`src/inc/faasl_params.svh`:
```
`ifndef FAASL_PARAMS_SVH
`define FAASL_PARAMS_SVH

// Alarm bit positions, shared by enable and status
`define FAASL_BIT_MIN_OUT 0
`define FAASL_BIT_MAX_OUT 1
`define FAASL_BIT_TACH_OVF 2
`define FAASL_BIT_FULL_ON_LOW 3
`define FAASL_BIT_SYNC_LOW 4
`define FAASL_NUM_ALARMS 5

// Drive code extremes
`define FAASL_DRIVE_MIN 8'h00
`define FAASL_DRIVE_MAX 8'hff
// Tach counter saturation value
`define FAASL_TACH_FULL 8'hff

// Two-bit pin definition fields
`define FAASL_ALERT_FIELD_LSB 0
`define FAASL_SYNC_FIELD_LSB 4
`define FAASL_FIELD_ALERT 2'h1
`define FAASL_FIELD_CLK_OUT 2'h1
`define FAASL_FIELD_CLK_IN 2'h0

// Reset values
`define FAASL_ENABLE_RESET 8'h00
`define FAASL_PINDEF_RESET 8'hff

// Last divider count in each half period of the internal regulation clock; a half period is 50 core cycles
`define FAASL_REG_CLK_HALF 8'h31

`endif

```
`src/inc/faasl_pkg.sv`:
```
package faasl_pkg;
   typedef struct packed {
      logic [7:0] drive_code;
      logic [7:0] tach_count_a;
      logic [7:0] tach_count_b;
   } faasl_mon_t;

   typedef struct packed {
      logic alert_oe;
      logic sync_oe;
      logic sync_out;
      logic reg_clk;
   } faasl_pins_t;
endpackage

```
`src/rtl/faasl_alarm.sv`:
```
`timescale 1ns/1ns
`include "faasl_params.svh"
// How it works
// - Sync field 01 drives regulation clock out
// - Sync field 00 takes clock from pin
// - Alerts appear once pin is alert
// - Drive code 00h raises minimum alarm
// - Drive code FFh raises maximum alarm
// - Enable bits 0,1 gate min/max
// - Any tach counter at 255 overflows
// - Enable bit 2 gates overflow alarm
// - Pin pulled low alarms, any config
// - Enable bits 3,4 gate pin alarms
// - Alert stays latched after condition ends
// - Status read releases only ended alarms
// - Disabling alarm drops its alert
// - Alert pin field 01 selects alert
module faasl_alarm
   import faasl_pkg::*;
(
   // Clock and reset
   input wire logic i_core_clk,
   input wire logic i_rst_n,
   // Register access from the serial interface
   input wire logic i_enable_we,
   input wire logic [7:0] i_enable_wdata,
   input wire logic i_pindef_we,
   input wire logic [7:0] i_pindef_wdata,
   input wire logic i_status_rd,
   // Monitored values
   input wire faasl_mon_t i_mon,
   // Pin levels
   input wire logic i_full_on_capable_pin,
   input wire logic i_sync_clock_pin,
   // Register read back
   output logic [7:0] o_alarm_enable,
   output logic [7:0] o_pindef,
   output logic [7:0] o_alarm_status,
   // Pins and clock
   output faasl_pins_t o_pins
);
   // Host registers and alarm flags
   logic [7:0] alarm_enable;
   logic [7:0] next_alarm_enable;
   logic [7:0] pindef;
   logic [7:0] next_pindef;
   logic [`FAASL_NUM_ALARMS-1:0] status;
   logic [`FAASL_NUM_ALARMS-1:0] next_status;
   logic [`FAASL_NUM_ALARMS-1:0] cond;

   // Pin synchronisers and settled levels
   logic [2:0] fo_sync;
   logic [2:0] next_fo_sync;
   logic [2:0] sc_sync;
   logic [2:0] next_sc_sync;
   logic fo_level;
   logic next_fo_level;
   logic sc_level;
   logic next_sc_level;

   // Regulation clock
   logic [7:0] div_cnt;
   logic [7:0] next_div_cnt;
   logic int_clk;
   logic next_int_clk;
   logic reg_clk;
   logic next_reg_clk;

   // Pin drivers
   logic alert_oe;
   logic next_alert_oe;
   logic sync_oe;
   logic next_sync_oe;

   // Two-bit pin definition field compare
   function automatic logic field_is(input logic [7:0] r, input int lsb,
         input logic [1:0] code);
      field_is = (r[lsb +: 2] == code);
   endfunction

   // Stage one may be metastable, so it never votes
   function automatic logic settled(input logic [2:0] stages, input logic level);
      settled = (stages[1] == stages[2]) ? stages[2] : level;
   endfunction

   // A tach counter reads full scale once it has overflowed
   function automatic logic is_full(input logic [7:0] count);
      is_full = (count == `FAASL_TACH_FULL);
   endfunction

   // Register state
   always_comb begin
      next_alarm_enable = i_enable_we ? i_enable_wdata : alarm_enable;
      next_pindef = i_pindef_we ? i_pindef_wdata : pindef;
   end

   always_ff @(posedge i_core_clk or negedge i_rst_n) begin
      if (!i_rst_n) begin
         alarm_enable <= `FAASL_ENABLE_RESET;
         pindef <= `FAASL_PINDEF_RESET;
      end else begin
         alarm_enable <= next_alarm_enable;
         pindef <= next_pindef;
      end
   end

   // Pin synchronisers: a change counts once stages two and three agree
   always_comb begin
      next_fo_sync = {fo_sync[1:0], i_full_on_capable_pin};
      next_sc_sync = {sc_sync[1:0], i_sync_clock_pin};
      next_fo_level = settled(fo_sync, fo_level);
      next_sc_level = settled(sc_sync, sc_level);
   end

   always_ff @(posedge i_core_clk or negedge i_rst_n) begin
      if (!i_rst_n) begin
         fo_sync <= 3'h7;
         sc_sync <= 3'h7;
         fo_level <= 1'b1;
         sc_level <= 1'b1;
      end else begin
         fo_sync <= next_fo_sync;
         sc_sync <= next_sc_sync;
         fo_level <= next_fo_level;
         sc_level <= next_sc_level;
      end
   end

   // Live alarm conditions
   always_comb begin
      cond = '0;
      cond[`FAASL_BIT_MIN_OUT] = (i_mon.drive_code == `FAASL_DRIVE_MIN);
      cond[`FAASL_BIT_MAX_OUT] = (i_mon.drive_code == `FAASL_DRIVE_MAX);
      cond[`FAASL_BIT_TACH_OVF] = is_full(i_mon.tach_count_a) ||
         is_full(i_mon.tach_count_b);
      // Pin level is watched whatever the pin's own function
      cond[`FAASL_BIT_FULL_ON_LOW] = !fo_level;
      cond[`FAASL_BIT_SYNC_LOW] = !sc_level;
   end

   // Sticky status: set beats clear, read clears only ended alarms
   always_comb begin
      next_status = status;
      if (i_status_rd) begin
         next_status = status & cond;
      end
      // Enable in force this cycle gates the set; a fresh write counts next edge
      next_status = next_status
         | (cond & alarm_enable[`FAASL_NUM_ALARMS-1:0]);
      // Disabled alarms lose their flag at once
      next_status = next_status & next_alarm_enable[`FAASL_NUM_ALARMS-1:0];
   end

   always_ff @(posedge i_core_clk or negedge i_rst_n) begin
      if (!i_rst_n) begin
         status <= '0;
      end else begin
         status <= next_status;
      end
   end

   // Internal regulation clock: free-running divider, also what a master sends
   always_comb begin
      next_div_cnt = div_cnt + 8'h01;
      next_int_clk = int_clk;
      if (div_cnt == `FAASL_REG_CLK_HALF) begin
         next_div_cnt = 8'h00;
         next_int_clk = !int_clk;
      end
   end

   always_ff @(posedge i_core_clk or negedge i_rst_n) begin
      if (!i_rst_n) begin
         div_cnt <= 8'h00;
         int_clk <= 1'b0;
      end else begin
         div_cnt <= next_div_cnt;
         int_clk <= next_int_clk;
      end
   end

   // Clock source: an input follows its master a few cycles late, never glitches
   always_comb begin
      if (field_is(pindef, `FAASL_SYNC_FIELD_LSB, `FAASL_FIELD_CLK_IN)) begin
         next_reg_clk = sc_level;
      end else begin
         next_reg_clk = next_int_clk;
      end
   end

   always_ff @(posedge i_core_clk or negedge i_rst_n) begin
      if (!i_rst_n) begin
         reg_clk <= 1'b0;
      end else begin
         reg_clk <= next_reg_clk;
      end
   end

   // Pin drivers use next values, so they move on the same edge as the registers
   always_comb begin
      // Open drain: the shared line is pulled low during the clock's low half
      next_sync_oe = field_is(next_pindef, `FAASL_SYNC_FIELD_LSB, `FAASL_FIELD_CLK_OUT)
         && !next_int_clk;
      // Open drain: pull low while any flag is set and pin is alert
      next_alert_oe = field_is(next_pindef, `FAASL_ALERT_FIELD_LSB, `FAASL_FIELD_ALERT)
         && (|next_status);
   end

   always_ff @(posedge i_core_clk or negedge i_rst_n) begin
      if (!i_rst_n) begin
         alert_oe <= 1'b0;
         sync_oe <= 1'b0;
      end else begin
         alert_oe <= next_alert_oe;
         sync_oe <= next_sync_oe;
      end
   end

   assign o_alarm_enable = alarm_enable;
   assign o_pindef = pindef;
   assign o_alarm_status = {3'h0, status};
   assign o_pins.alert_oe = alert_oe;
   assign o_pins.sync_oe = sync_oe;
   assign o_pins.sync_out = 1'b0;
   assign o_pins.reg_clk = reg_clk;
endmodule

```
`config.mk`:
```
export PLATFORM = sky130hd
export DESIGN_NAME = faasl_alarm
export DESIGN_NICKNAME = d
export VERILOG_FILES = /design/src/inc/faasl_pkg.sv /design/src/rtl/faasl_alarm.sv
export VERILOG_INCLUDE_DIRS = /design/src /design/src/inc
export SDC_FILE = /design/constraint.sdc
export NUM_CORES = 1
export LEC_CHECK = 0
export ABC_AREA = 1
export BUFFER_PORTS_ARGS = -buffer_cell sky130_fd_sc_hd__buf_2
export CAP_MARGIN = 20
export CORE_MARGIN = 2
export CORE_UTILIZATION = 43
export DETAILED_ROUTE_END_ITERATION = 16
export PLACE_DENSITY = 0.83
export SETUP_SLACK_MARGIN = 0.5
export SYNTH_ARGS = -nofsm -noshare
export SYNTH_HDL_FRONTEND = slang
export SYNTH_SLANG_ARGS = --single-unit
export TNS_END_PERCENT = 50
```
`constraint.sdc`:
```
create_clock -name i_core_clk -period 1.1 [get_ports i_core_clk]
set_clock_uncertainty 0.05 [all_clocks]
set_input_delay 0.11 -clock i_core_clk [delete_from_list [all_inputs] [get_ports i_core_clk]]
set_output_delay 0.11 -clock i_core_clk [all_outputs]
set_load 0.01 [all_outputs]
```
Word-level counts from Yosys, hierarchy flattened
Index checks and enable logic that the tools add are counted.
Widths: inputs -> output; s select.
- bits in registers: 41
- input port bits: 47
- output and inout port bits: 28
- word-level logic and storage cells: 43
- equal/unequal tests: 8
- add/subtract/negate cells: 1
- bitwise operators: 4
- reductions and logical operators: 10
- mux-type cells: 6
- operator list (kind ; count):
    $eq 8x8->1 const B ; 3
    $and 5x5->5 ; 3
    $mux 5 ; 2
    $add 8x1->8 const B ; 1
    $eq 8x6->1 const B ; 1
    $logic_not 8->1 ; 1
    $mux 8 ; 1
    $mux 6 ; 1
    $or 5x5->5 ; 1
    $reduce_or 5->1 ; 1
    $eq 2x1->1 const B ; 2
    $logic_not 1->1 ; 4
    $eq 1x1->1 ; 2
    $logic_and 1x1->1 ; 2
    $logic_not 2->1 ; 1
    $mux 1 ; 2
    $logic_or 1x1->1 ; 1

Logic depth before layout (Yosys ltp)
Gate-level depths: netlist (run 1).
- depth after elaboration: 8
- depth in mapped cells: 9
- gate-level depth less buffers: 9

Least setup slack after synthesis (run 1)
OpenSTA, ideal clock, no wires.
- path type: register to register
- start point: register alarm_enable[4] (netlist: o_alarm_enable[4])
- end point: register alert_oe
- clock period less this slack: 1.218 ns
- cell stages (with the launch flop): 8
- arrival time: 1.052 ns
- setup time: 0.115 ns
- path slack: -0.118 ns
- data required time: 0.935 ns
- cells stage by stage: dfrtp_1 or2_2 nand3_1 nand2_1 inv_1 nand3_1 nor2_1 nor2_1
- cells in the longest elaborated chain, start to end: 5
- elaborated cells on any way between the ends: 6
- those cells by class: 1 x mux; 3 x bitwise; 2 x reduce/logical
- RTL lines (element ; line ; RTL):
    start: declaration ; faasl_alarm.sv:43 ; logic [7:0] alarm_enable;
    start signal: assignment ; faasl_alarm.sv:99 ; alarm_enable <= `FAASL_ENABLE_RESET;
    start signal: assignment ; faasl_alarm.sv:102 ; alarm_enable <= next_alarm_enable;
    $and 5x5->5 ; faasl_alarm.sv:149 ; | (cond & alarm_enable[`FAASL_NUM_ALARMS-1:0]);
    $or 5x5->5 ; faasl_alarm.sv:148 ; next_status = next_status
    $and 5x5->5 (*) ; faasl_alarm.sv:151 ; next_status = next_status & next_alarm_enable[`FAASL_NUM_ALARMS-1:0];
    $reduce_or 5->1 (*) ; faasl_alarm.sv:206 ; && (|next_status);
    $logic_and 1x1->1 (*) ; faasl_alarm.sv:205 ; next_alert_oe = field_is(next_pindef, `FAASL_ALERT_FIELD_LSB, `FAASL_FIELD_ALERT)
    named net next_alert_oe ; faasl_alarm.sv:71 ; logic next_alert_oe;
    end signal: assignment ; faasl_alarm.sv:214 ; alert_oe <= next_alert_oe;
    end: declaration ; faasl_alarm.sv:70 ; logic alert_oe;
The timed path passes the listed nets; every way through them passes the cells marked *.
A chain may end at the register's enable or synchronous reset.

Final worst setup path (run 1)
- start point: register div_cnt[5]
- end point: register sync_oe
- cells in the longest elaborated chain, start to end: 4
- RTL lines (element ; line ; RTL):
    start: declaration ; faasl_alarm.sv:62 ; logic [7:0] div_cnt;
    start signal: assignment ; faasl_alarm.sv:177 ; div_cnt <= next_div_cnt;
    $eq 8x6->1 (no source line) ; n/a ;
    $mux 1 ; faasl_alarm.sv:166 ; if (div_cnt == `FAASL_REG_CLK_HALF) begin
    named net next_int_clk ; faasl_alarm.sv:65 ; logic next_int_clk;
    $logic_not 1->1 ; faasl_alarm.sv:203 ; && !next_int_clk;
    $logic_and 1x1->1 ; faasl_alarm.sv:202 ; next_sync_oe = field_is(next_pindef, `FAASL_SYNC_FIELD_LSB, `FAASL_FIELD_CLK_OUT)
    named net next_sync_oe ; faasl_alarm.sv:73 ; logic next_sync_oe;
    end signal: assignment ; faasl_alarm.sv:215 ; sync_oe <= next_sync_oe;
    end: declaration ; faasl_alarm.sv:72 ; logic sync_oe;
The timed path passes the listed nets, and every way through them passes these cells.

==> report_table.html, run 1 <==
<table>
<tr><th>Metric</th><th>Value</th></tr>
<tr><th colspan="2">Outcome</th></tr>
<tr><td>Status</td><td>complete, but fails checks</td></tr>
<tr><td>Failing checks</td><td>negative hold slack, negative setup slack</td></tr>
<tr><th colspan="2">Setup path</th></tr>
<tr><td>Classification of the worst setup path</td><td>reg -&gt; reg</td></tr>
<tr><td>Crit path to</td><td>sync_oe</td></tr>
<tr><td>Crit Reg-Reg Startpoint</td><td>div_cnt[5]</td></tr>
<tr><td>Library cell contributing the largest single delay on the critical path</td><td>sky130_fd_sc_hd__dfrtp_1</td></tr>
<tr><td>Highest cell delay on the worst timing path</td><td>around 400 ps</td></tr>
<tr><td>Cell breakdown of the critical path</td><td>nand2_2 &gt; nor3_4 &gt; nand3_4 &gt; inv_4 &gt; nand2_4 &gt; and2_4 &gt; nor2_2</td></tr>
<tr><td>Reg2reg setup slack</td><td>-200 ps</td></tr>
<tr><td>Crit path max fanout</td><td>4</td></tr>
<tr><td>Worst r2r path cells</td><td>7</td></tr>
<tr><td>Setup crit start kind</td><td>register</td></tr>
<tr><td>Critical Path End Type</td><td>register</td></tr>
<tr><td>Startpoint of the most critical setup path</td><td>div_cnt[5]</td></tr>
<tr><td>Worst r2r dst</td><td>sync_oe</td></tr>
<tr><td>Critical path data arrival time</td><td>between 1000 and 1500 ps</td></tr>
<tr><td>Data required time at the worst endpoint</td><td>about 1300 ps</td></tr>
<tr><th colspan="2">Synth</th></tr>
<tr><td>Sequential element share of the synthesized area</td><td>a little under three fifths</td></tr>
<tr><td>Area of the mapped netlist</td><td>about 0.0018 mm2</td></tr>
<tr><td>Distinct cells, synth</td><td>25</td></tr>
<tr><td>Flip-flop and latch count after synthesis</td><td>41</td></tr>
<tr><td>Mean instance size in the synthesized netlist</td><td>9.18 um2</td></tr>
<tr><td>Syn. warnings</td><td>0</td></tr>
<tr><td>Synthesized instance count</td><td>between 150 and 200</td></tr>
<tr><th colspan="2">Global routing</th></tr>
<tr><td>Number of global-route vias before repair</td><td>1589</td></tr>
<tr><td>Maximum number of pins on one net before global-route repair</td><td>34</td></tr>
<tr><td>Overflow left after global routing</td><td>0</td></tr>
<tr><td>Global-route usage over all layers</td><td>a little under a fifth</td></tr>
<tr><td>Number of antenna violations at the first check in global routing</td><td>0</td></tr>
<tr><td>Global-route wire length before repair</td><td>around 7000 um</td></tr>
<tr><th colspan="2">Detailed routing</th></tr>
<tr><td>Vias/cell</td><td>between 4 and 5</td></tr>
<tr><td>Vias</td><td>1649</td></tr>
<tr><td>Number of nets with antenna violations after routing</td><td>0</td></tr>
<tr><td>Total wire length after detailed routing</td><td>between 4000 and 5000 um</td></tr>
<tr><td>First-pass DRT Iterations</td><td>4</td></tr>
<tr><td>Per-cell routed wire length</td><td>about 13 um</td></tr>
<tr><td>1st-iter DRT viols</td><td>between 50 and 60</td></tr>
<tr><td>Drt drc</td><td>0</td></tr>
<tr><th colspan="2">Die</th></tr>
<tr><td>Die width</td><td>approximately 69 um</td></tr>
<tr><td>Boundary pin count</td><td>75</td></tr>
<tr><td>Cell Rows</td><td>23</td></tr>
<tr><td>Floorplan die height</td><td>69.0 um</td></tr>
<tr><td>Core area</td><td>around 0.0040 mm2</td></tr>
<tr><td>Die ar.</td><td>~0.0048 mm2</td></tr>
<tr><td>Initial Util</td><td>45.1%</td></tr>
<tr><th colspan="2">Finish</th></tr>
<tr><td>Most common cell after layout, fill and taps aside</td><td>sky130_fd_sc_hd__buf_2</td></tr>
<tr><td>Number of nets in the layout</td><td>about 350</td></tr>
<tr><td>Post-Route Utilization</td><td>a little over two thirds</td></tr>
<tr><td>Share of final-layout standard cells stronger than drive strength 1</td><td>58.4%</td></tr>
<tr><td>Signed area change from the synthesized netlist to the final layout</td><td>56.8%</td></tr>
<tr><td>Antenna Cells</td><td>0</td></tr>
<tr><td>Highest-count cells in the layout ignoring fill and taps</td><td>sky130_fd_sc_hd__buf_2, sky130_fd_sc_hd__nand2_1, sky130_fd_sc_hd__buf_6, sky130_fd_sc_hd__dfrtp_1, sky130_fd_sc_hd__nor2_1</td></tr>
<tr><th colspan="2">Clocking</th></tr>
<tr><td>H-tree lvl count</td><td>2</td></tr>
<tr><td>Count of hold buffers inserted by post-cts repair</td><td>2</td></tr>
<tr><td>Number of buffers between clock root and the deepest sink</td><td>2</td></tr>
<tr><td>Clock net sink count</td><td>41</td></tr>
<tr><td>TritonCTS clock tree</td><td>done</td></tr>
<tr><td>Cell chosen for the clock root</td><td>sky130_fd_sc_hd__clkbuf_8</td></tr>
<tr><td>Clock input transition at the sequential cells of the worst setup and hold paths</td><td>about 70 ps</td></tr>
<tr><td>Worst skew pair latency</td><td>roughly 290 ps</td></tr>
<tr><td>Number of buffers added by the clock tree synthesis step</td><td>5</td></tr>
<tr><th colspan="2">Timing</th></tr>
<tr><td>Final critical-path share of the clock period</td><td>118%</td></tr>
<tr><td>Final worst setup slack</td><td>-203 ps</td></tr>
<tr><td>Final setup violation count</td><td>15</td></tr>
<tr><td>Maximum operating frequency</td><td>~770 MHz</td></tr>
<tr><td>Total count of hold-check failures in the final report</td><td>26</td></tr>
<tr><td>Unrepaired setup endpoints after global routing</td><td>true</td></tr>
<tr><td>Sum of negative setup slack</td><td>-1780 ps</td></tr>
<tr><td>Max-slew violation count</td><td>0</td></tr>
<tr><td>Worst hold margin</td><td>-371 ps</td></tr>
<tr><td>Min Clock Period, post-route</td><td>1300 ps</td></tr>
<tr><th colspan="2">Pwr</th></tr>
<tr><td>Power per standard cell area</td><td>1170 mW/mm2</td></tr>
<tr><td>Leakage</td><td>about 1.5 nW</td></tr>
<tr><td>Tot Pwr</td><td>between 3 and 4 mW</td></tr>
<tr><td>Worst supply voltage drop on vdd</td><td>0.995 mV</td></tr>
<tr><th colspan="2">Flow run</th></tr>
<tr><td>Reported max-cap violation count</td><td>0</td></tr>
<tr><th colspan="2">Placement</th></tr>
<tr><td>Final weighted congestion in routability-driven placement</td><td>between 0.8 and 0.9</td></tr>
<tr><td>Number of port buffers</td><td>70</td></tr>
<tr><td>HPWL reported at the end of detailed placement</td><td>2890 um</td></tr>
<tr><th colspan="2">Worst hold path</th></tr>
<tr><td>Worst hold-check path type</td><td>in -&gt; async</td></tr>
</table>
==> critical path: cells and delay by family, from the launching register on <==
family	cells	cell delay (ps)
buf+inv	1	100
simple gates	6	710
flops	1	390
==> metrics by stage <==
step	instances	area (um2)	worst slack, ps
after global placement	330	2370	-88.1
after CTS	348	2680	-130
final	355	2850	-203
after detailed placement	330	2370	-154
after floorplan	201	1860	-53.3
after global routing	355	2850	-270
==> kinds of logic after synthesis <==
logic type / count (synthesis) / share of synthesized area, %
AO/OA/AOI/OAI: 12 / 3.44
XOR/XNOR: 2 / 0.964
adder cells (fa/ha/maj): 4 / 2.48
buffers and inverters: 34 / 8.81
flip-flops: 41 / 57.5
multiplexers: 6 / 3.72
other: 1 / 0.206
AND/OR/NAND/NOR: 98 / 22.8
==> cell type report <==
| class | count | area [um2] |
|---|---|---|
| Inverter | 25 | 96.3 |
| Timing Repair Buffer | 105 | 767 |
| Sequential cell | 41 | 1050 |
| Clock buffer | 7 | 96.3 |
| Multi-Input combinational cell | 126 | 774 |
| Clock inverter | 1 | 5.00 |
| Tap cell | 50 | 62.6 |
| Fill cell | 284 | 1180 |
==> timing repair <==
item / 4_1_cts / 5_1_grt
resized for setup: 29 / 35
setup buffers: 8 / 7
setup endpoints to repair: 63 / 64
pin swaps: 26 / 31
hold endpoints to repair: 34 / 29
==> worst min-delay path by stage <==
stage / from / end / cells after the start
6_report: i_rst_n / div_cnt[6] / 1
5_1_grt: i_rst_n / int_clk / 1
4_1_cts: i_rst_n / int_clk / 1
3_5_place_dp: i_rst_n / int_clk / 1
3_3_place_gp: i_rst_n / sync_oe / 1
2_1_floorplan: i_rst_n / alert_oe / 0
==> registers in the layout, indices dropped and copies added (netlist names), 3 cells and up <==
| name | flops |
|---|---|
| o_alarm_enable | 8 |
| status | 5 |
| o_pindef | 8 |
| fo_sync | 3 |
| div_cnt | 8 |
| sc_sync | 3 |
==> where the power goes <==
group | internal (mW) | switching, mW
registers | 1.63 | 0.0637
logic | 0.322 | 0.267
clock network | 0.567 | 0.495
total | 2.52 | 0.825
==> synthesized netlist by cell type <==
cell type	count	share of area (%)
sky130_fd_sc_hd__inv_1	24	5.0
sky130_fd_sc_hd__o21ai_0	8	2.2
sky130_fd_sc_hd__a21oi_1	3	0.83
sky130_fd_sc_hd__nand2_2	2	0.69
sky130_fd_sc_hd__nor3_1	1	0.28
sky130_fd_sc_hd__buf_4	8	3.3
sky130_fd_sc_hd__dfrtp_1	25	34
sky130_fd_sc_hd__o21a_1	1	0.41
sky130_fd_sc_hd__buf_2	1	0.28
sky130_fd_sc_hd__nor3_2	1	0.55
sky130_fd_sc_hd__nand3_1	4	1.1
sky130_fd_sc_hd__clkinv_2	1	0.28
sky130_fd_sc_hd__or2_2	2	0.69
sky130_fd_sc_hd__nor2_1	25	5.2
sky130_fd_sc_hd__maj3_1	2	1.1
sky130_fd_sc_hd__nor2_2	2	0.69
sky130_fd_sc_hd__and2_4	1	0.48
sky130_fd_sc_hd__or2_1	1	0.34
sky130_fd_sc_hd__dfstp_2	16	23
sky130_fd_sc_hd__mux2_2	6	3.7
sky130_fd_sc_hd__xor2_1	2	0.96
sky130_fd_sc_hd__nand3_2	2	1.1
sky130_fd_sc_hd__nand2_1	57	12
sky130_fd_sc_hd__ha_1	2	1.4
sky130_fd_sc_hd__conb_1	1	0.21
==> metal layers <==
metal / track usage [%] / vias to the layer above / share of wire, %
li1: - / 804 / -
met1: 21.5 / 769 / 40
met2: 32.4 / 71 / 52
met3: 4.82 / 5 / 7.1
met4: 6.32 / 0 / 1.2
met5: 0 / - / 0
Power figures use the tool's default switching activity.
==> run 2, diff against run 1 <==
Settings changed: SETUP_SLACK_MARGIN 0.5 to 0.05.
==> run 2 against run 1 <==
Against the previous run:
- hold slack improved by 380 ps
- via count increased by 1.0%
- combinational power decreased by 10%
- the flow finishes with violations (negative setup slack)
- critical endpoint unchanged
- die area unchanged
- critical path depth unchanged
==> report_table.html, run 2 (synthesis results as in run 1) <==
<table>
<tr><th>Metric</th><th>Value</th></tr>
<tr><th colspan="2">Finish</th></tr>
<tr><td>Most common cell after layout, fill and taps aside</td><td>sky130_fd_sc_hd__buf_2 (unchanged)</td></tr>
<tr><td>Antenna Cells</td><td>0 (unchanged)</td></tr>
<tr><td>Signed area change from the synthesized netlist to the final layout</td><td>54.4% (was 56.8%)</td></tr>
<tr><td>Number of nets in the layout</td><td>358 (was 353)</td></tr>
<tr><td>Post-Route Utilization</td><td>69.7% (was 70.7%)</td></tr>
<tr><td>Share of final-layout standard cells stronger than drive strength 1</td><td>51.3% (was 58.4%)</td></tr>
<tr><td>Non-filler cells, final</td><td>360 (was 355)</td></tr>
<tr><td>Highest-count cells in the layout ignoring fill and taps</td><td>sky130_fd_sc_hd__buf_2, sky130_fd_sc_hd__nand2_1, sky130_fd_sc_hd__dfrtp_1, sky130_fd_sc_hd__buf_4 (was sky130_fd_sc_hd__buf_2, sky130_fd_sc_hd__nand2_1, sky130_fd_sc_hd__buf_6, sky130_fd_sc_hd__dfrtp_1, sky130_fd_sc_hd__nor2_1)</td></tr>
<tr><th colspan="2">Detailed routing</th></tr>
<tr><td>Drt drc</td><td>0 (unchanged)</td></tr>
<tr><td>Vias/cell</td><td>4.63 (was 4.65)</td></tr>
<tr><td>Per-cell routed wire length</td><td>12.7 um (was 12.8 um)</td></tr>
<tr><td>Total wire length after detailed routing</td><td>4570 um (was 4550 um)</td></tr>
<tr><td>First-pass DRT Iterations</td><td>4 (unchanged)</td></tr>
<tr><td>1st-iter DRT viols</td><td>72 (was 54)</td></tr>
<tr><td>Number of nets with antenna violations after routing</td><td>0 (unchanged)</td></tr>
<tr><td>Vias</td><td>1666 (was 1649)</td></tr>
<tr><th colspan="2">Pwr</th></tr>
<tr><td>Part of the power in combinational logic</td><td>15.9% (was 17.6%)</td></tr>
<tr><td>Leakage</td><td>1.49 nW (was 1.53 nW)</td></tr>
<tr><td>Sw Pwr</td><td>0.821 mW (was 0.825 mW)</td></tr>
<tr><td>Power Internal</td><td>2.49 mW (was 2.52 mW)</td></tr>
<tr><td>Power per standard cell area</td><td>1180 mW/mm2 (was 1170 mW/mm2)</td></tr>
<tr><td>Reg power frac</td><td>50.9% (was 50.6%)</td></tr>
<tr><td>Proportion of total power due to net switching</td><td>24.8% (was 24.7%)</td></tr>
<tr><td>Worst supply voltage drop on vdd</td><td>0.832 mV (was 0.995 mV)</td></tr>
<tr><td>Clock share of power</td><td>33.1% (was 31.7%)</td></tr>
<tr><th colspan="2">Global routing</th></tr>
<tr><td>Number of antenna violations at the first check in global routing</td><td>0 (unchanged)</td></tr>
<tr><td>Global-route wire length before repair</td><td>7670 um (was 7020 um)</td></tr>
<tr><td>Maximum number of pins on one net before global-route repair</td><td>16 (was 34)</td></tr>
<tr><td>Number of global-route vias before repair</td><td>1758 (was 1589)</td></tr>
<tr><td>Global-route usage over all layers</td><td>20.0% (was 18.3%)</td></tr>
<tr><td>Overflow left after global routing</td><td>0 (unchanged)</td></tr>
<tr><th colspan="2">Die</th></tr>
<tr><td>Die width</td><td>69.0 um (unchanged)</td></tr>
<tr><td>Floorplan die height</td><td>69.0 um (unchanged)</td></tr>
<tr><td>Boundary pin count</td><td>75 (unchanged)</td></tr>
<tr><td>Initial Util</td><td>45.1% (unchanged)</td></tr>
<tr><td>Die ar.</td><td>0.00476 mm2 (unchanged)</td></tr>
<tr><td>Core area</td><td>0.00403 mm2 (unchanged)</td></tr>
<tr><td>Cell Rows</td><td>23 (unchanged)</td></tr>
<tr><th colspan="2">Timing</th></tr>
<tr><td>Max-slew violation count</td><td>0 (unchanged)</td></tr>
<tr><td>Min Clock Period, post-route</td><td>1320 ps (was 1300 ps)</td></tr>
<tr><td>Total count of hold-check failures in the final report</td><td>0 (was 26)</td></tr>
<tr><td>Final setup violation count</td><td>17 (was 15)</td></tr>
<tr><td>Final critical-path share of the clock period</td><td>120% (was 118%)</td></tr>
<tr><td>Maximum operating frequency</td><td>758 MHz (was 768 MHz)</td></tr>
<tr><td>Unrepaired setup endpoints after global routing</td><td>true (unchanged)</td></tr>
<tr><td>Final worst setup slack</td><td>-220 ps (was -203 ps)</td></tr>
<tr><th colspan="2">Placement</th></tr>
<tr><td>Final weighted congestion in routability-driven placement</td><td>0.729 (was 0.842)</td></tr>
<tr><td>HPWL reported at the end of detailed placement</td><td>3100 um (was 2890 um)</td></tr>
<tr><td>Number of port buffers</td><td>70 (unchanged)</td></tr>
<tr><td>Placed Instances</td><td>335 (was 330)</td></tr>
<tr><th colspan="2">Setup path</th></tr>
<tr><td>Setup crit start kind</td><td>register (unchanged)</td></tr>
<tr><td>Data required time at the worst endpoint</td><td>1250 ps (was 1270 ps)</td></tr>
<tr><td>Cell breakdown of the critical path</td><td>buf_4 &gt; ha_4 &gt; nand3_4 &gt; clkinv_4 &gt; nand2_4 &gt; and2_4 &gt; nor2_2 (was nand2_2 &gt; nor3_4 &gt; nand3_4 &gt; inv_4 &gt; nand2_4 &gt; and2_4 &gt; nor2_2)</td></tr>
<tr><td>Critical path data arrival time</td><td>1470 ps (was 1480 ps)</td></tr>
<tr><td>Crit path max fanout</td><td>4 (unchanged)</td></tr>
<tr><td>Critical Path End Type</td><td>register (unchanged)</td></tr>
<tr><td>Classification of the worst setup path</td><td>reg -&gt; reg (unchanged)</td></tr>
<tr><td>Library cell contributing the largest single delay on the critical path</td><td>sky130_fd_sc_hd__dfrtp_1 (unchanged)</td></tr>
<tr><td>Highest cell delay on the worst timing path</td><td>430 ps (was 390 ps)</td></tr>
<tr><th colspan="2">Clocking</th></tr>
<tr><td>Cell chosen for the clock root</td><td>sky130_fd_sc_hd__clkbuf_8 (unchanged)</td></tr>
<tr><td>H-tree lvl count</td><td>2 (unchanged)</td></tr>
<tr><td>Worst skew pair latency</td><td>300 ps (was 290 ps)</td></tr>
<tr><td>TritonCTS clock tree</td><td>done (unchanged)</td></tr>
<tr><td>Number of buffers added by the clock tree synthesis step</td><td>5 (unchanged)</td></tr>
<tr><td>Clock net sink count</td><td>41 (unchanged)</td></tr>
<tr><td>Number of buffers between clock root and the deepest sink</td><td>2 (unchanged)</td></tr>
<tr><td>Clock input transition at the sequential cells of the worst setup and hold paths</td><td>80 ps (was 70 ps)</td></tr>
<tr><th colspan="2">Outcome</th></tr>
<tr><td>Status</td><td>complete, but fails checks (unchanged)</td></tr>
<tr><td>Failing checks</td><td>negative setup slack (was negative hold slack, negative setup slack)</td></tr>
<tr><th colspan="2">Flow run</th></tr>
<tr><td>Reported max-cap violation count</td><td>0 (unchanged)</td></tr>
<tr><th colspan="2">Worst hold path</th></tr>
<tr><td>Worst hold-check path type</td><td>in -&gt; reg (was in -&gt; async)</td></tr>
</table>
run 2: cell count changes in the layout (fill, tap and decap cells not counted), moves of 3 or more:
cell                            change
sky130_fd_sc_hd__buf_4              +7
sky130_fd_sc_hd__buf_6             -11
sky130_fd_sc_hd__dlygate4sd3_1     +10
sky130_fd_sc_hd__inv_1              +4
sky130_fd_sc_hd__inv_2              -4
sky130_fd_sc_hd__o21ai_0            +3
sky130_fd_sc_hd__o21ai_2            -3
run 2: power by group through the flow:
stage / Sequential [mW] / Clock (mW) / Combinational, mW
after global placement: 1.70 / 0 / 0.434
after detailed placement: 1.70 / 0 / 0.449
final: 1.69 / 1.10 / 0.528
after floorplan: 1.73 / 0 / 0.181
after CTS: 1.68 / 1.13 / 0.523
after global routing: 1.70 / 1.16 / 0.585
run 2: per-layer routing:
layer / global-route usage [%] / wire [um] / vias up
met5: 0 / 0 / -
li1: - / - / 812
met3: 6.58 / 304 / 8
met1: 21.4 / 1780 / 789
met4: 6.97 / 68 / 0
met2: 36.6 / 2420 / 57
run 2: through the flow:
stage	total power [mW]	hold WS [ps]	instance area (um2)	worst slack, ps	TNS (ps)
finish	3.31	13.2	2810	-220	-2030
global placement	2.13	-17.7	2380	-115	-482
floorplan	1.91	-236	1850	-53.3	-149
CTS	3.34	5.73	2730	-174	-1360
global route	3.44	13.6	2810	-309	-2950
detailed placement	2.15	-0.265	2380	-178	-1100
run 2: critical path: cells and delay by family (launching register included):
family,cells,cell delay [ps]
DFF,1,430
buffers and inverters,2,260
adders and majority gates,1,150
and+or+nand+nor,4,330
run 2: timing repair:
| item | CTS | global route |
|---|---|---|
| buffers inserted | 4 | 4 |
| endpoints found under the hold margin | 26 | 0 |
| setup endpoints to repair | 23 | 25 |
| pin swaps | 12 | 7 |
| hold buffers | 11 | 0 |
| resized for setup | 28 | 13 |
run 2: final timing paths:
| path | endpoint | cells after the start | slack (ps) | startpoint |
|---|---|---|---|---|
| max reg2reg | sync_oe | 7 | -220 | div_cnt[0] |
| min in group asynchronous | div_cnt[5] | 2 | 210 | i_rst_n |
| max | sync_oe | 7 | -220 | div_cnt[0] |
| min reg2reg | sc_sync[1] | 0 | 310 | sc_sync[0] |
| max in group asynchronous | alert_oe | 3 | 260 | i_rst_n |
| min | o_pindef[0] | 2 | 10 | i_pindef_wdata[0] |
run 2: layout make-up:
type / instances / area, um2
fill: 295 / 1220
sequential: 41 / 1050
timing repair buffer: 110 / 768
multi-input combinational: 126 / 729
inverter: 25 / 98.8
clock buffer: 7 / 96.3
tap: 50 / 62.6
clock inverter: 1 / 5.00
==> run 3, diff against run 2 <==
Settings changed: REMOVE_ABC_BUFFERS set to 1.
==> run 3 against run 2 <==
Against the previous run:
- the flow still finishes with violations (negative setup slack)
- flip-flop and latch count unchanged
- utilization is 2.0 points higher
- count of clock-buffer cells in the layout shrank 1
- combinational power up 17%
- non-clock buffer count is 3 higher
- via count increased by 0.36%
- total power grew 7.3%
- clock power grew 14%
- critical path depth unchanged
- routed wire length is 5.3% lower
- critical endpoint is now alert_oe
- largest cell class unchanged
==> report_table.html, run 3 (synthesis results as in run 1) <==
<table>
<tr><th>Metric</th><th>Value</th></tr>
<tr><th colspan="2">Pwr</th></tr>
<tr><td>Leakage</td><td>1.53 nW (was 1.49 nW)</td></tr>
<tr><td>Proportion of total power due to net switching</td><td>23.5% (was 24.8%)</td></tr>
<tr><td>Clock share of power</td><td>35.2% (was 33.1%)</td></tr>
<tr><td>Reg power frac</td><td>47.4% (was 50.9%)</td></tr>
<tr><td>Part of the power in combinational logic</td><td>17.4% (was 15.9%)</td></tr>
<tr><td>Worst supply voltage drop on vdd</td><td>1.12 mV (was 0.832 mV)</td></tr>
<tr><td>Sw Pwr</td><td>0.834 mW (was 0.821 mW)</td></tr>
<tr><td>Power Internal</td><td>2.72 mW (was 2.49 mW)</td></tr>
<tr><td>Tot Pwr</td><td>3.55 mW (was 3.31 mW)</td></tr>
<tr><td>Power per standard cell area</td><td>1230 mW/mm2 (was 1180 mW/mm2)</td></tr>
<tr><th colspan="2">Placement</th></tr>
<tr><td>Placed Instances</td><td>335 (unchanged)</td></tr>
<tr><td>HPWL reported at the end of detailed placement</td><td>2700 um (was 3100 um)</td></tr>
<tr><td>Number of port buffers</td><td>70 (unchanged)</td></tr>
<tr><td>Final weighted congestion in routability-driven placement</td><td>0.801 (was 0.729)</td></tr>
<tr><td>Pre-CTS setup slack</td><td>-141 ps (was -178 ps)</td></tr>
<tr><th colspan="2">Setup path</th></tr>
<tr><td>Critical path data arrival time</td><td>1420 ps (was 1470 ps)</td></tr>
<tr><td>Crit path max fanout</td><td>2 (was 4)</td></tr>
<tr><td>Setup crit start kind</td><td>register (unchanged)</td></tr>
<tr><td>Classification of the worst setup path</td><td>reg -&gt; reg (unchanged)</td></tr>
<tr><td>Critical Path End Type</td><td>register (unchanged)</td></tr>
<tr><td>Data required time at the worst endpoint</td><td>1240 ps (was 1250 ps)</td></tr>
<tr><th colspan="2">Timing</th></tr>
<tr><td>Final worst setup slack</td><td>-186 ps (was -220 ps)</td></tr>
<tr><td>Final setup violation count</td><td>16 (was 17)</td></tr>
<tr><td>Total count of hold-check failures in the final report</td><td>0 (unchanged)</td></tr>
<tr><td>Min Clock Period, post-route</td><td>1290 ps (was 1320 ps)</td></tr>
<tr><td>Final critical-path share of the clock period</td><td>117% (was 120%)</td></tr>
<tr><td>Unrepaired setup endpoints after global routing</td><td>true (unchanged)</td></tr>
<tr><td>Sum of negative setup slack</td><td>-1220 ps (was -2030 ps)</td></tr>
<tr><td>Maximum operating frequency</td><td>778 MHz (was 758 MHz)</td></tr>
<tr><td>Max-slew violation count</td><td>0 (unchanged)</td></tr>
<tr><th colspan="2">Die</th></tr>
<tr><td>Boundary pin count</td><td>75 (unchanged)</td></tr>
<tr><td>Floorplan die height</td><td>69.0 um (unchanged)</td></tr>
<tr><td>Die width</td><td>69.0 um (unchanged)</td></tr>
<tr><td>Initial Util</td><td>45.1% (unchanged)</td></tr>
<tr><td>Cell Rows</td><td>23 (unchanged)</td></tr>
<tr><td>Die ar.</td><td>0.00476 mm2 (unchanged)</td></tr>
<tr><td>Core area</td><td>0.00403 mm2 (unchanged)</td></tr>
<tr><th colspan="2">Finish</th></tr>
<tr><td>Antenna Cells</td><td>0 (unchanged)</td></tr>
<tr><td>Number of nets in the layout</td><td>361 (was 358)</td></tr>
<tr><td>Most common cell after layout, fill and taps aside</td><td>sky130_fd_sc_hd__buf_2 (unchanged)</td></tr>
<tr><td>Post-Route Utilization</td><td>71.6% (was 69.7%)</td></tr>
<tr><td>Signed area change from the synthesized netlist to the final layout</td><td>58.8% (was 54.4%)</td></tr>
<tr><td>Fill cells</td><td>306 (was 295)</td></tr>
<tr><td>Non-filler cells, final</td><td>363 (was 360)</td></tr>
<tr><td>Highest-count cells in the layout ignoring fill and taps</td><td>sky130_fd_sc_hd__buf_2, sky130_fd_sc_hd__nand2_1, sky130_fd_sc_hd__dfrtp_1, sky130_fd_sc_hd__buf_6, sky130_fd_sc_hd__buf_4 (was sky130_fd_sc_hd__buf_2, sky130_fd_sc_hd__nand2_1, sky130_fd_sc_hd__dfrtp_1, sky130_fd_sc_hd__buf_4)</td></tr>
<tr><td>Share of final-layout standard cells stronger than drive strength 1</td><td>54.3% (was 51.3%)</td></tr>
<tr><th colspan="2">Global routing</th></tr>
<tr><td>Met2 Use GR</td><td>31.4% (was 36.6%)</td></tr>
<tr><td>Global-route usage over all layers</td><td>17.2% (was 20.0%)</td></tr>
<tr><td>Overflow left after global routing</td><td>0 (unchanged)</td></tr>
<tr><td>Number of antenna violations at the first check in global routing</td><td>0 (unchanged)</td></tr>
<tr><td>Met1 usage in global routing</td><td>18.1% (was 21.4%)</td></tr>
<tr><td>Global routing's busiest layer</td><td>met2 (unchanged)</td></tr>
<tr><td>Maximum number of pins on one net before global-route repair</td><td>42 (was 16)</td></tr>
<tr><td>Met3 Use GR</td><td>6.73% (was 6.58%)</td></tr>
<tr><td>Number of global-route vias before repair</td><td>1630 (was 1758)</td></tr>
<tr><td>Global-route wire length before repair</td><td>6690 um (was 7670 um)</td></tr>
<tr><th colspan="2">Flow run</th></tr>
<tr><td>Reported max-cap violation count</td><td>0 (unchanged)</td></tr>
<tr><th colspan="2">Detailed routing</th></tr>
<tr><td>1st-iter DRT viols</td><td>87 (was 72)</td></tr>
<tr><td>Total wire length after detailed routing</td><td>4330 um (was 4570 um)</td></tr>
<tr><td>Per-cell routed wire length</td><td>11.9 um (was 12.7 um)</td></tr>
<tr><td>Drt drc</td><td>0 (unchanged)</td></tr>
<tr><td>First-pass DRT Iterations</td><td>4 (unchanged)</td></tr>
<tr><td>Number of nets with antenna violations after routing</td><td>0 (unchanged)</td></tr>
<tr><td>Vias</td><td>1672 (was 1666)</td></tr>
<tr><td>Vias/cell</td><td>4.61 (was 4.63)</td></tr>
<tr><th colspan="2">Clocking</th></tr>
<tr><td>Number of buffers added by the clock tree synthesis step</td><td>5 (unchanged)</td></tr>
<tr><td>H-tree lvl count</td><td>2 (unchanged)</td></tr>
<tr><td>Cell chosen for the clock root</td><td>sky130_fd_sc_hd__clkbuf_8 (unchanged)</td></tr>
<tr><td>Worst skew pair latency</td><td>290 ps (was 300 ps)</td></tr>
<tr><td>Clock net sink count</td><td>41 (unchanged)</td></tr>
<tr><td>Number of buffers between clock root and the deepest sink</td><td>2 (unchanged)</td></tr>
<tr><td>Clock input transition at the sequential cells of the worst setup and hold paths</td><td>90 ps (was 80 ps)</td></tr>
<tr><td>TritonCTS clock tree</td><td>done (unchanged)</td></tr>
<tr><th colspan="2">Outcome</th></tr>
<tr><td>Failing checks</td><td>negative setup slack (unchanged)</td></tr>
<tr><td>Status</td><td>complete, but fails checks (unchanged)</td></tr>
<tr><th colspan="2">Worst hold path</th></tr>
<tr><td>Worst hold-check path type</td><td>in -&gt; reg (unchanged)</td></tr>
</table>
==> run 3: path summary, 6_finish.rpt <==
| kind | slack [ps] | start | end | cells past startpoint |
|---|---|---|---|---|
| worst max-delay path | -190 | o_alarm_enable[3] | alert_oe | 7 |
| worst min-delay path | 20 | i_pindef_wdata[0] | o_pindef[0] | 2 |
| worst max register to register | -190 | o_alarm_enable[3] | alert_oe | 7 |
| worst min register to register | 300 | sc_sync[1] | sc_sync[2] | 0 |
| max in group asynchronous | 480 | i_rst_n | sc_level | 3 |
| min in group asynchronous | 260 | i_rst_n | reg_clk | 3 |
==> run 3: routing by layer <==
metal | wire length (um) | part of all wire (%)
met1 | 1610 | 37
met5 | 0 | 0
met4 | 34 | 0.79
met3 | 341 | 7.9
met2 | 2340 | 54
==> run 3: worst max-delay path, stage by stage (launching register included) <==
cell,delay [ps]
sky130_fd_sc_hd__dfrtp_1,420
sky130_fd_sc_hd__or2_4,270
sky130_fd_sc_hd__nand3_2,100
sky130_fd_sc_hd__nand2_2,60
sky130_fd_sc_hd__inv_2,60
sky130_fd_sc_hd__nand3_2,70
sky130_fd_sc_hd__nor2_1,100
sky130_fd_sc_hd__nor2_1,60
==> run 3: through the flow <==
step                hold WS (ps)  instance area [um2]
floorplan                   -236                 1760
CTS                         12.4                 2730
global placement            44.0                 2360
detailed placement          46.7                 2360
finish                      23.7                 2890
global route                9.05                 2890
==> run 3: area by class of cell <==
type,instances,area (um2),share of cell area (%)
well taps,50,62.6,2.17
repair buffers,113,823,28.5
flip-flops and latches,41,1050,36.4
multi-input cells,126,734,25.4
clock inverters,2,37.5,1.30
inverters,25,96.3,3.34
clock buffers,6,82.6,2.86
==> run 3: what timing repair did <==
item,4_1_cts,5_1_grt
setup buffers,4,7
resized for setup,30,34
pin swaps,5,14
hold buffers,10,0
setup endpoints to repair,23,29
endpoints found under the hold margin,50,0
==> run 3: power groups by stage <==
stage | sequential (mW) | clock, mW | combinational [mW]
CTS | 1.68 | 1.28 | 0.561
global placement | 1.69 | 0 | 0.437
detailed placement | 1.70 | 0 | 0.447
floorplan | 1.73 | 0 | 0.135
finish | 1.68 | 1.25 | 0.617
global route | 1.70 | 1.34 | 0.680
